==> src/tod_defs.svh <==
`ifndef TOD_DEFS_SVH
`define TOD_DEFS_SVH

// time-base source select codes
`define TOD_SRC_EXT          2'h0
`define TOD_SRC_LPO          2'h1
`define TOD_SRC_IREF         2'h2

// prescale codes
`define TOD_PS_1K            3'h0
`define TOD_PS_32768         3'h1
`define TOD_PS_32000         3'h2
`define TOD_PS_38400         3'h3
`define TOD_PS_4M9152        3'h4
`define TOD_PS_4M            3'h5
`define TOD_PS_8M            3'h6
`define TOD_PS_16M           3'h7

// reset values of the configuration
`define TOD_RST_SRC          2'h0
`define TOD_RST_PS           3'h1

// first divider stage: input edges per clock output period
`define TOD_DIV1_4M9152      9'h080
`define TOD_DIV1_4M          9'h07d
`define TOD_DIV1_8M          9'h0fa
`define TOD_DIV1_16M         9'h1f4
`define TOD_DIV1_NONE        9'h001

// second divider stage: edges per 4 Hz tick
`define TOD_DIV2_1K          14'h00fa
`define TOD_DIV2_32768       14'h2000
`define TOD_DIV2_32000       14'h1f40
`define TOD_DIV2_38400       14'h2580

// cycles for a match write to take effect
`define TOD_MATCH_SYNC       2'h3

`endif

==> src/tod_pkg.sv <==
package tod_pkg;

  typedef enum logic [1:0]
  {
    SRC_EXT  = 2'h0,
    SRC_LPO  = 2'h1,
    SRC_IREF = 2'h2,
    SRC_NONE = 2'h3
  } source_t;

  typedef struct packed
  {
    logic       module_enable;
    logic       clock_output_enable;
    logic [1:0] time_base_source_select;
    logic [2:0] time_base_prescale;
  } control_t;

  // shared shape of flags, irq enables and write-one-to-clear strobes
  typedef struct packed
  {
    logic match;
    logic one_second;
    logic quarter_second;
  } event_bits_t;

endpackage : tod_pkg

==> src/edge_sync.sv <==
`timescale 1ns/10ps
module edge_sync
(
  input  wire logic i_clock,
  input  wire logic i_rst,
  input  wire logic i_async,
  output logic      o_level,
  output logic      o_rise
);
  logic meta;
  logic prev;

  always_ff @(posedge i_clock)
  begin
    if (i_rst)
    begin
      meta    <= 1'b0;
      o_level <= 1'b0;
      prev    <= 1'b0;
    end
    else
    begin
      meta    <= i_async;
      o_level <= meta;
      prev    <= o_level;
    end
  end

  assign o_rise = o_level & ~prev;

endmodule : edge_sync

==> src/tod_prescaler.sv <==
`timescale 1ns/10ps
`include "tod_defs.svh"
module tod_prescaler
  import tod_pkg::*;
#(
  parameter logic [13:0] DIV2_1K    = `TOD_DIV2_1K,
  parameter logic [13:0] DIV2_32768 = `TOD_DIV2_32768,
  parameter logic [13:0] DIV2_32000 = `TOD_DIV2_32000,
  parameter logic [13:0] DIV2_38400 = `TOD_DIV2_38400
)
(
  input  wire logic       i_clock,
  input  wire logic       i_rst,
  input  wire logic       i_run,
  input  wire logic       i_edge,
  input  wire logic       i_level,
  input  wire logic       i_out_enable,
  input  wire logic [2:0] i_prescale,
  output logic            o_tick,
  output logic            o_clock_output
);
  logic [8:0]  stage1;
  logic [13:0] stage2;
  logic [8:0]  ratio1;
  logic [13:0] ratio2;

  function automatic logic [8:0] first_ratio(input logic [2:0] code);
    case (code)
      `TOD_PS_4M9152: first_ratio = `TOD_DIV1_4M9152;
      `TOD_PS_4M:     first_ratio = `TOD_DIV1_4M;
      `TOD_PS_8M:     first_ratio = `TOD_DIV1_8M;
      `TOD_PS_16M:    first_ratio = `TOD_DIV1_16M;
      default:        first_ratio = `TOD_DIV1_NONE;
    endcase
  endfunction : first_ratio

  function automatic logic [13:0] second_ratio(input logic [2:0] code);
    case (code)
      `TOD_PS_1K:     second_ratio = DIV2_1K;
      `TOD_PS_32768:  second_ratio = DIV2_32768;
      `TOD_PS_38400,
      `TOD_PS_4M9152: second_ratio = DIV2_38400;
      default:        second_ratio = DIV2_32000;
    endcase
  endfunction : second_ratio

  assign ratio1 = first_ratio(i_prescale);
  assign ratio2 = second_ratio(i_prescale);

  // two stages: high inputs first come down to 32 or 38.4 kHz, then to 4 Hz
  always_ff @(posedge i_clock)
  begin
    if (i_rst || !i_run)
    begin
      stage1 <= 9'h000;
      stage2 <= 14'h0000;
      o_tick <= 1'b0;
    end
    else
    begin
      o_tick <= 1'b0;
      if (i_edge)
      begin
        if (stage1 == ratio1 - 9'h001)
        begin
          stage1 <= 9'h000;
          if (stage2 == ratio2 - 14'h0001)
          begin
            stage2 <= 14'h0000;
            o_tick <= 1'b1;
          end
          else
          begin
            stage2 <= stage2 + 14'h0001;
          end
        end
        else
        begin
          stage1 <= stage1 + 9'h001;
        end
      end
    end
  end

  // divided output is only as clean as the sampling of the input allows
  always_ff @(posedge i_clock)
  begin
    if (i_rst || !i_out_enable)
    begin
      o_clock_output <= 1'b0;
    end
    else
    begin
      case (i_prescale)
        `TOD_PS_1K:     o_clock_output <= 1'b0;
        `TOD_PS_32768,
        `TOD_PS_32000,
        `TOD_PS_38400:  o_clock_output <= i_level;
        default:        o_clock_output <= (stage1 < {1'b0, ratio1[8:1]});
      endcase
    end
  end

endmodule : tod_prescaler

==> src/quarter_second_time_counter.sv <==
// How it works
// - a match write while one is still pending is ignored
// - source field 00 external, 01 low-power 1 kHz, 10 internal reference
// - prescaler divides selected input down to a 4 Hz counter tick
// - divided clock output driven only while its enable bit is set
// - codes 000 to 011: no output, or the low-frequency input itself
// - codes 100 to 111: input divided down to 38.4 or 32 kHz
// - flags set whenever their event occurs, whatever the irq enables
// - a flag clears by writing one; it blocks new interrupts till then
// - quarter-second flag on every count; irq when its enable is set
// - one-second flag when the low two count bits wrap to zero
// - coinciding quarter and one-second events give one shared request
// - match enabled and counter reaching match value sets the match flag
// - on match the upper six count bits clear, low two stay
// - match works fully with its interrupt enable clear, minus the request
// - reset: disabled, source 00, prescale 001, irq and match enables clear
// - reset clears the counter and the match value
// - the shared request holds while any enabled flag stays set
// - eight-bit counter counts each 4 Hz tick and wraps to zero
// - match value compares against the upper six count bits
// - count restart clears the counter and the 4 Hz generator
// - a match write snapshots the counter's low two bits
`timescale 1ns/10ps
`include "tod_defs.svh"
module quarter_second_time_counter
  import tod_pkg::*;
#(
  parameter logic [13:0] DIV2_1K    = `TOD_DIV2_1K,
  parameter logic [13:0] DIV2_32768 = `TOD_DIV2_32768,
  parameter logic [13:0] DIV2_32000 = `TOD_DIV2_32000,
  parameter logic [13:0] DIV2_38400 = `TOD_DIV2_38400
)
(
  input  wire logic        i_clock,
  input  wire logic        i_rst,
  input  wire logic        i_external_oscillator_clock,
  input  wire logic        i_low_power_oscillator,
  input  wire logic        i_internal_reference_clock,
  input  wire control_t    i_control,
  input  wire logic        i_count_restart,
  input  wire event_bits_t i_irq_enable,
  input  wire logic        i_match_function_enable,
  input  wire logic        i_match_write,
  input  wire logic [5:0]  i_match_write_value,
  input  wire event_bits_t i_flag_clear,
  output event_bits_t      o_flags,
  output logic             o_match_write_pending,
  output logic [7:0]       o_match_value,
  output logic [7:0]       o_quarter_second_count,
  output logic             o_irq,
  output logic             o_clock_output
);
  localparam int MATCH_SYNC_MAX = 4;

  control_t    cfg;
  event_bits_t irq_enable;
  logic        match_function_enable;
  logic [2:0]  src_async;
  logic [2:0]  src_level;
  logic [2:0]  src_rise;
  logic        sel_level;
  logic        sel_rise;
  logic        tick;
  logic        run;
  logic [7:0]  inc_count;
  logic [7:0]  next_count;
  logic        match_event;
  event_bits_t set_bits;
  logic [5:0]  staged_value;
  logic [1:0]  staged_low;
  logic [1:0]  sync_wait;

  assign src_async = {i_internal_reference_clock, i_low_power_oscillator,
                      i_external_oscillator_clock};

  genvar g;
  generate
    for (g = 0; g < 3; g++)
    begin : g_src
      edge_sync u_sync
      (
        .i_clock (i_clock),
        .i_rst   (i_rst),
        .i_async (src_async[g]),
        .o_level (src_level[g]),
        .o_rise  (src_rise[g])
      );
    end
  endgenerate

  // source and prescale only follow software while disabled
  always_ff @(posedge i_clock)
  begin
    if (i_rst)
    begin
      cfg.module_enable           <= 1'b0;
      cfg.clock_output_enable     <= 1'b0;
      cfg.time_base_source_select <= `TOD_RST_SRC;
      cfg.time_base_prescale      <= `TOD_RST_PS;
      irq_enable                  <= '0;
      match_function_enable       <= 1'b0;
    end
    else
    begin
      cfg.module_enable       <= i_control.module_enable;
      cfg.clock_output_enable <= i_control.clock_output_enable;
      irq_enable              <= i_irq_enable;
      match_function_enable   <= i_match_function_enable;
      if (!cfg.module_enable)
      begin
        cfg.time_base_source_select <= i_control.time_base_source_select;
        cfg.time_base_prescale      <= i_control.time_base_prescale;
      end
    end
  end

  always_comb
  begin
    case (source_t'(cfg.time_base_source_select))
      SRC_EXT:  begin sel_level = src_level[0]; sel_rise = src_rise[0]; end
      SRC_LPO:  begin sel_level = src_level[1]; sel_rise = src_rise[1]; end
      SRC_IREF: begin sel_level = src_level[2]; sel_rise = src_rise[2]; end
      default:  begin sel_level = 1'b0;         sel_rise = 1'b0;         end
    endcase
  end

  assign run = cfg.module_enable & ~i_count_restart;

  tod_prescaler
  #(
    .DIV2_1K    (DIV2_1K),
    .DIV2_32768 (DIV2_32768),
    .DIV2_32000 (DIV2_32000),
    .DIV2_38400 (DIV2_38400)
  )
  u_prescaler
  (
    .i_clock        (i_clock),
    .i_rst          (i_rst),
    .i_run          (run),
    .i_edge         (sel_rise),
    .i_level        (sel_level),
    .i_out_enable   (cfg.clock_output_enable),
    .i_prescale     (cfg.time_base_prescale),
    .o_tick         (tick),
    .o_clock_output (o_clock_output)
  );

  // match fires on entering the match value, so a value of zero cannot
  // retrigger on every tick after the upper bits are cleared
  assign inc_count   = o_quarter_second_count + 8'h01;
  assign match_event = tick && match_function_enable
                       && (inc_count[7:2] == o_match_value[7:2])
                       && (o_quarter_second_count[7:2] != o_match_value[7:2]);
  assign next_count  = match_event ? {6'h00, inc_count[1:0]} : inc_count;

  always_ff @(posedge i_clock)
  begin
    if (i_rst || !cfg.module_enable || i_count_restart)
    begin
      o_quarter_second_count <= 8'h00;
    end
    else if (tick)
    begin
      o_quarter_second_count <= next_count;
    end
  end

  assign set_bits.quarter_second = tick;
  assign set_bits.one_second     = tick && (inc_count[1:0] == 2'h0);
  assign set_bits.match          = match_event;

  // a new event wins over a clear in the same cycle
  always_ff @(posedge i_clock)
  begin
    if (i_rst)
    begin
      o_flags <= '0;
    end
    else
    begin
      o_flags <= (o_flags & ~i_flag_clear) | set_bits;
    end
  end

  // one shared level request, held until every enabled flag is cleared
  always_ff @(posedge i_clock)
  begin
    if (i_rst)
    begin
      o_irq <= 1'b0;
    end
    else
    begin
      o_irq <= |(o_flags & irq_enable);
    end
  end

  // match writes go through a short staging delay, mirroring the crossing
  // into the time-base domain; software must poll the pending bit
  always_ff @(posedge i_clock)
  begin
    if (i_rst)
    begin
      staged_value          <= 6'h00;
      staged_low            <= 2'h0;
      sync_wait             <= 2'h0;
      o_match_write_pending <= 1'b0;
      o_match_value         <= 8'h00;
    end
    else if (o_match_write_pending)
    begin
      if (sync_wait == 2'h1)
      begin
        o_match_value         <= {staged_value, staged_low};
        o_match_write_pending <= 1'b0;
      end
      sync_wait <= sync_wait - 2'h1;
    end
    else if (i_match_write)
    begin
      staged_value          <= i_match_write_value;
      staged_low            <= o_quarter_second_count[1:0];
      sync_wait             <= `TOD_MATCH_SYNC;
      o_match_write_pending <= 1'b1;
    end
  end

  property p_write_ignored;
    @(posedge i_clock) disable iff (i_rst)
    (o_match_write_pending && i_match_write) |=> $stable(staged_value);
  endproperty
  a_write_ignored: assert property (p_write_ignored)
    else $error("match write taken while pending");

  property p_pending_clears;
    @(posedge i_clock) disable iff (i_rst)
    $rose(o_match_write_pending) |-> o_match_write_pending [*3] ##1 !o_match_write_pending;
  endproperty
  a_pending_clears: assert property (p_pending_clears)
    else $error("pending flag did not clear after three cycles");

  property p_pending_bounded;
    @(posedge i_clock) disable iff (i_rst)
    o_match_write_pending |-> ##[1:MATCH_SYNC_MAX] !o_match_write_pending;
  endproperty
  a_pending_bounded: assert property (p_pending_bounded)
    else $error("match write never completed");

  property p_snapshot;
    @(posedge i_clock) disable iff (i_rst)
    (!o_match_write_pending && i_match_write)
      |=> staged_low == $past(o_quarter_second_count[1:0]);
  endproperty
  a_snapshot: assert property (p_snapshot)
    else $error("low bits not captured on match write");

  property p_quarter_flag;
    @(posedge i_clock) disable iff (i_rst)
    tick |=> o_flags.quarter_second && o_quarter_second_count != $past(o_quarter_second_count);
  endproperty
  a_quarter_flag: assert property (p_quarter_flag)
    else $error("tick did not set quarter flag or advance count");

  property p_second_flag;
    @(posedge i_clock) disable iff (i_rst)
    (tick && !o_flags.one_second) |=> o_flags.one_second == (o_quarter_second_count[1:0] == 2'h0);
  endproperty
  a_second_flag: assert property (p_second_flag)
    else $error("one-second flag wrong for the new count");

  property p_match_reset;
    @(posedge i_clock) disable iff (i_rst)
    (match_event && cfg.module_enable && !i_count_restart)
      |=> o_flags.match && o_quarter_second_count[7:2] == 6'h00;
  endproperty
  a_match_reset: assert property (p_match_reset)
    else $error("match did not clear upper count bits");

  property p_no_match_disabled;
    @(posedge i_clock) disable iff (i_rst)
    !match_function_enable |-> !match_event;
  endproperty
  a_no_match_disabled: assert property (p_no_match_disabled)
    else $error("match while match function disabled");

  property p_irq_follows;
    @(posedge i_clock) disable iff (i_rst)
    (|(o_flags & irq_enable)) |=> o_irq;
  endproperty
  a_irq_follows: assert property (p_irq_follows)
    else $error("shared request missing while an enabled flag is set");

  // a set flag left uncleared keeps the request up, so it cannot pulse again
  property p_irq_quiet;
    @(posedge i_clock) disable iff (i_rst)
    !(|(o_flags & irq_enable)) |=> !o_irq;
  endproperty
  a_irq_quiet: assert property (p_irq_quiet)
    else $error("shared request raised with no enabled flag set");

  property p_restart;
    @(posedge i_clock) disable iff (i_rst)
    i_count_restart |=> o_quarter_second_count == 8'h00 && !tick;
  endproperty
  a_restart: assert property (p_restart)
    else $error("restart did not clear counter and time base");

  property p_clock_out_off;
    @(posedge i_clock) disable iff (i_rst)
    !cfg.clock_output_enable |=> !o_clock_output;
  endproperty
  a_clock_out_off: assert property (p_clock_out_off)
    else $error("clock output driven while disabled");

  property p_reset_defaults;
    @(posedge i_clock)
    i_rst |=> cfg.time_base_prescale == `TOD_RST_PS && !cfg.module_enable && o_match_value == 8'h00;
  endproperty
  a_reset_defaults: assert property (p_reset_defaults)
    else $error("reset defaults not loaded");

  c_second_tick: cover property (@(posedge i_clock) disable iff (i_rst)
    set_bits.one_second && set_bits.quarter_second);
  c_match: cover property (@(posedge i_clock) disable iff (i_rst) match_event);
  c_write_refused: cover property (@(posedge i_clock) disable iff (i_rst)
    o_match_write_pending && i_match_write);
  c_irq: cover property (@(posedge i_clock) disable iff (i_rst) $rose(o_irq));

endmodule : quarter_second_time_counter

==> config.mk <==
export PLATFORM = sky130hd
export DESIGN_NAME = quarter_second_time_counter
export DESIGN_NICKNAME = d
export VERILOG_FILES = /design/src/tod_pkg.sv /design/src/edge_sync.sv /design/src/tod_prescaler.sv /design/src/quarter_second_time_counter.sv
export VERILOG_INCLUDE_DIRS = /design/src
export SDC_FILE = /design/constraint.sdc
export NUM_CORES = 1
export LEC_CHECK = 0
export BUFFER_PORTS_ARGS = -buffer_cell sky130_fd_sc_hd__buf_2
export CAP_MARGIN = 20
export CORE_ASPECT_RATIO = 1.5
export CORE_MARGIN = 2
export CORE_UTILIZATION = 55
export DETAILED_ROUTE_END_ITERATION = 8
export PLACE_DENSITY = 0.76
export SYNTH_ARGS = -nofsm -noshare
export SYNTH_HDL_FRONTEND = slang
export SYNTH_HIERARCHICAL = 1
export SYNTH_SLANG_ARGS = --single-unit
==> constraint.sdc <==
create_clock -name i_clock -period 3.2 [get_ports i_clock]
set_clock_uncertainty 0.05 [all_clocks]
set_input_delay 0.64 -clock i_clock [delete_from_list [all_inputs] [get_ports i_clock]]
set_output_delay 0.64 -clock i_clock [all_outputs]
set_load 0.01 [all_outputs]
==> key figures <==
Logic synthesis
  – Ys Warns: 6
  – Synth unique cells: 69
  – Mapped Cells: 464
  – Share of flip-flops with an asynchronous set or reset: 0%
  – Synthesized net count: between 500 and 600
  – Synth Register Bits: 76
  – Number of flops mapped to enable cells by yosys: 0
  – Post-synthesis sequential area ratio: between 30% and 40%
  – Synth Flop Type: dfxtp_1
  – Synthesized area: about 4000 um2
  – Syn Area/Cell: about 8.5 um2

Clock tree
  – Clk buf depth: 2
  – Deepest level of the CTS H-tree: 3
  – Worst-path clk slew: around 0.07 ns
  – TritonCTS Sinks: 76
  – CTS Root Cell: clkbuf_8
  – CTS Buf Count: 9
  – CTS tree: built
  – CTS resizes: 0
  – Clk_lat worst skew: between 0.3 and 0.4 ns

Timing
  – Worst setup margin: ~0.17 ns
  – Endpoints failing setup: 0
  – Worst slew margin relative to its limit: between 50 and 60%
  – Final hold violations: 0
  – Worst Tran Pin Value: 0.6699 ns
  – Final Cycle Share: between 90% and 100%
  – Maximum clock rate: about 0.33 GHz
  – Setup TNS: 0 ns
  – RSZ-0062 raised after global routing: no
  – Count of pins over their slew limit: 0
  – Post-layout min period: 3.034 ns
  – WHS: roughly 0.39 ns

Floorplanning
  – Placeable Area: between 6000 and 7000 um2
  – Chip width: approximately 73 um
  – I/O pin cnt: 49
  – Die ar.: roughly 8000 um2
  – Initial Util: between 50 and 60%
  – Die Height: ~110 um
  – Rows: 37

Power and ir drop
  – Pwr per Cell Area: 422.0 nW/um2
  – Worst vdd ir: 221.4 uV
  – Leak pwr: between 1.5 and 2 nW

Setup path
  – Worst path required time: 3.42 ns
  – Reg-to-reg endpoint: u_prescaler/stage2[9]$_SDFFE_PP0P_
  – Worst Path Arrival: around 3.3 ns
  – Worst R2R Path Depth: 9
  – R2R Setup Slk: between 0.15 and 0.2 ns
  – Worst Path Max Fanout: 11
  – Worst r2r src: cfg[1]$_SDFFE_PP0N_
  – Worst Setup End Kind: flop
  – Setup Crit Path Kind: reg -> reg
  – Critical path launch point type: flop
  – Worst setup path startpoint: cfg[1]$_SDFFE_PP0N_
  – Critical Path End: u_prescaler/stage2[9]$_SDFFE_PP0P_

Layout
  – Diodes inserted: 0
  – Layout cells sized above 1: around 17%
  – Final Util: a little under two thirds
  – Fill count: about 630
  – FF/Latch Area: 1521 um2
  – P&R area growth vs syn: 11.39%
  – Final #Nets: about 540
  – Footprint of the multi-input gates: roughly 2300 um2

Flow run
  – Max-Cap Viols: 0

Drt
  – Antenna-violating nets left: 0
  – Vias per std cell: 5.934
  – DR iter-0 viols: 173
  – WL/cell: about 15 um
  – Drt total wl: 8840 um
  – First-pass DRT Iterations: 4
  – Via count: ~3500
  – Drt drc: 0

Global route
  – Gr ovfl total: 0
  – Vias in the first global route: ~3100
  – Largest net degree at the start of global routing: between 40 and 50
  – First-pass GRT wire length: about 14000 um
  – Tot GR Track Use: between 20% and 30%
  – Antenna violations before repair: 0

Outcome
  – Outcome: completed

Placed design
  – Port Buffers: between 40 and 50
  – GP Congestion: between 0.8 and 0.9
  – Dpl ws: between 0.15 and 0.2 ns
  – HPWL after DPL: 6316 um

Min path
  – Hold wc startpoint: g_src[0].u_sync/meta$_SDFF_PP0_
  – Worst hold-check path type: reg -> reg
## area by class of cell
cell class | count | share of cell area, %
inverter | 8 | 0.6834
tap | 78 | 2.221
clock buffer | 11 | 2.990
clock inverter | 5 | 1.395
timing repair buffer | 56 | 6.834
sequential | 76 | 34.62
multi-input combinational | 353 | 51.25
## metal layers
layer | global-route usage [%] | share of wire (%)
met1 | 25.86 | 41
met2 | 40.09 | 53
met3 | 5.805 | 4.2
met4 | 10.19 | 2.5
met5 | 0 | 0
## through the flow
stage	area [um2]	total power, mW	instances
after floorplan	3945	1.112	464
after global placement	4188	1.154	569
after detailed placement	4188	1.159	569
after CTS	4380	1.872	585
after global routing	4394	1.937	587
final	4394	1.854	587
## power by group
group	total, mW	switching (mW)	internal, mW
Sequential	0.988	0.0205	0.968
Combinational	0.153	0.0868	0.0660
Clock	0.713	0.350	0.363
## cell usage in the layout, fill, tap and decap left out, drive strengths merged, types with 20 or more instances in the layout
master  instances
nor2           35
nand2          57
a21oi          25
nor2b          28
buf            56
xor2           20
nand3          39
dfxtp          76
## registers in the layout (all words and copies together) (netlist names), 6 cells and up
register,flops
cfg,7
u_prescaler/stage1,9
staged_value,6
u_prescaler/stage2,14
o_match_value,8
o_quarter_second_count,8
## synthesized netlist by cell type (3+ instances only)
| master | n | area share [%] |
|---|---|---|
| or3_1 | 10 | 1.6 |
| ha_1 | 12 | 3.8 |
| inv_1 | 7 | 0.67 |
| nor2b_2 | 3 | 0.67 |
| nor2_1 | 35 | 3.3 |
| xor2_1 | 19 | 4.2 |
| dfxtp_1 | 76 | 39 |
| a31oi_1 | 12 | 1.9 |
| nand4_1 | 12 | 1.9 |
| or4b_1 | 3 | 0.76 |
| nor4b_1 | 4 | 0.89 |
| nand3_1 | 37 | 4.7 |
| mux2i_1 | 9 | 2.3 |
| xnor2_1 | 7 | 1.6 |
| nand2b_1 | 9 | 1.4 |
| nor2b_1 | 25 | 4.0 |
| nand2_1 | 55 | 5.2 |
| o21ai_0 | 7 | 0.89 |
| a21oi_1 | 25 | 3.2 |
| clkbuf_1 | 15 | 1.4 |
| and3_1 | 5 | 0.79 |
| buf_2 | 7 | 0.89 |
| o21ai_1 | 3 | 0.38 |
| nor3_1 | 8 | 1.0 |
## worst min-delay path by stage
stage	endpoint	slack, ns	cells past startpoint
final	g_src[0].u_sync/o_level$_SDFF_PP0_	0.39	1
after global routing	g_src[0].u_sync/o_level$_SDFF_PP0_	0.41	1
after CTS	g_src[0].u_sync/o_level$_SDFF_PP0_	0.39	1
after detailed placement	g_src[0].u_sync/o_level$_SDFF_PP0_	0.38	1
after global placement	g_src[2].u_sync/o_level$_SDFF_PP0_	0.37	1
after floorplan	g_src[0].u_sync/o_level$_SDFF_PP0_	0.36	1
## kinds of logic (layout without fill, tap and decap cells)
kind of cell               count (synthesis)  after routing  synth area share (%)
DFF                                       76             76                 38.57
and+or+nand+nor                          226            227                 30.76
buffers and inverters                     36             80                 4.503
xor gates and xnor gates                  27             27                 6.185
muxes                                      9              9                 2.284
adders and majority gates                 12             12                 3.806
AOI/OAI and AO/OA                         78             78                 13.89
## worst max-delay path: stages (launching register included)
cell	delay, ns
dfxtp_1	0.43
inv_1	0.14
or3_1	0.36
ha_1	0.24
xor2_1	0.17
o21bai_1	0.16
a32oi_1	0.52
nand2_4	0.18
or4b_1	0.55
a21oi_1	0.15
## timing repair
| action | CTS | global route |
|---|---|---|
| hold buffers | 0 | 0 |
| endpoints found under the setup margin | 0 | 3 |
| buffers inserted | 0 | 1 |
(Power assumes the default switching activity.)
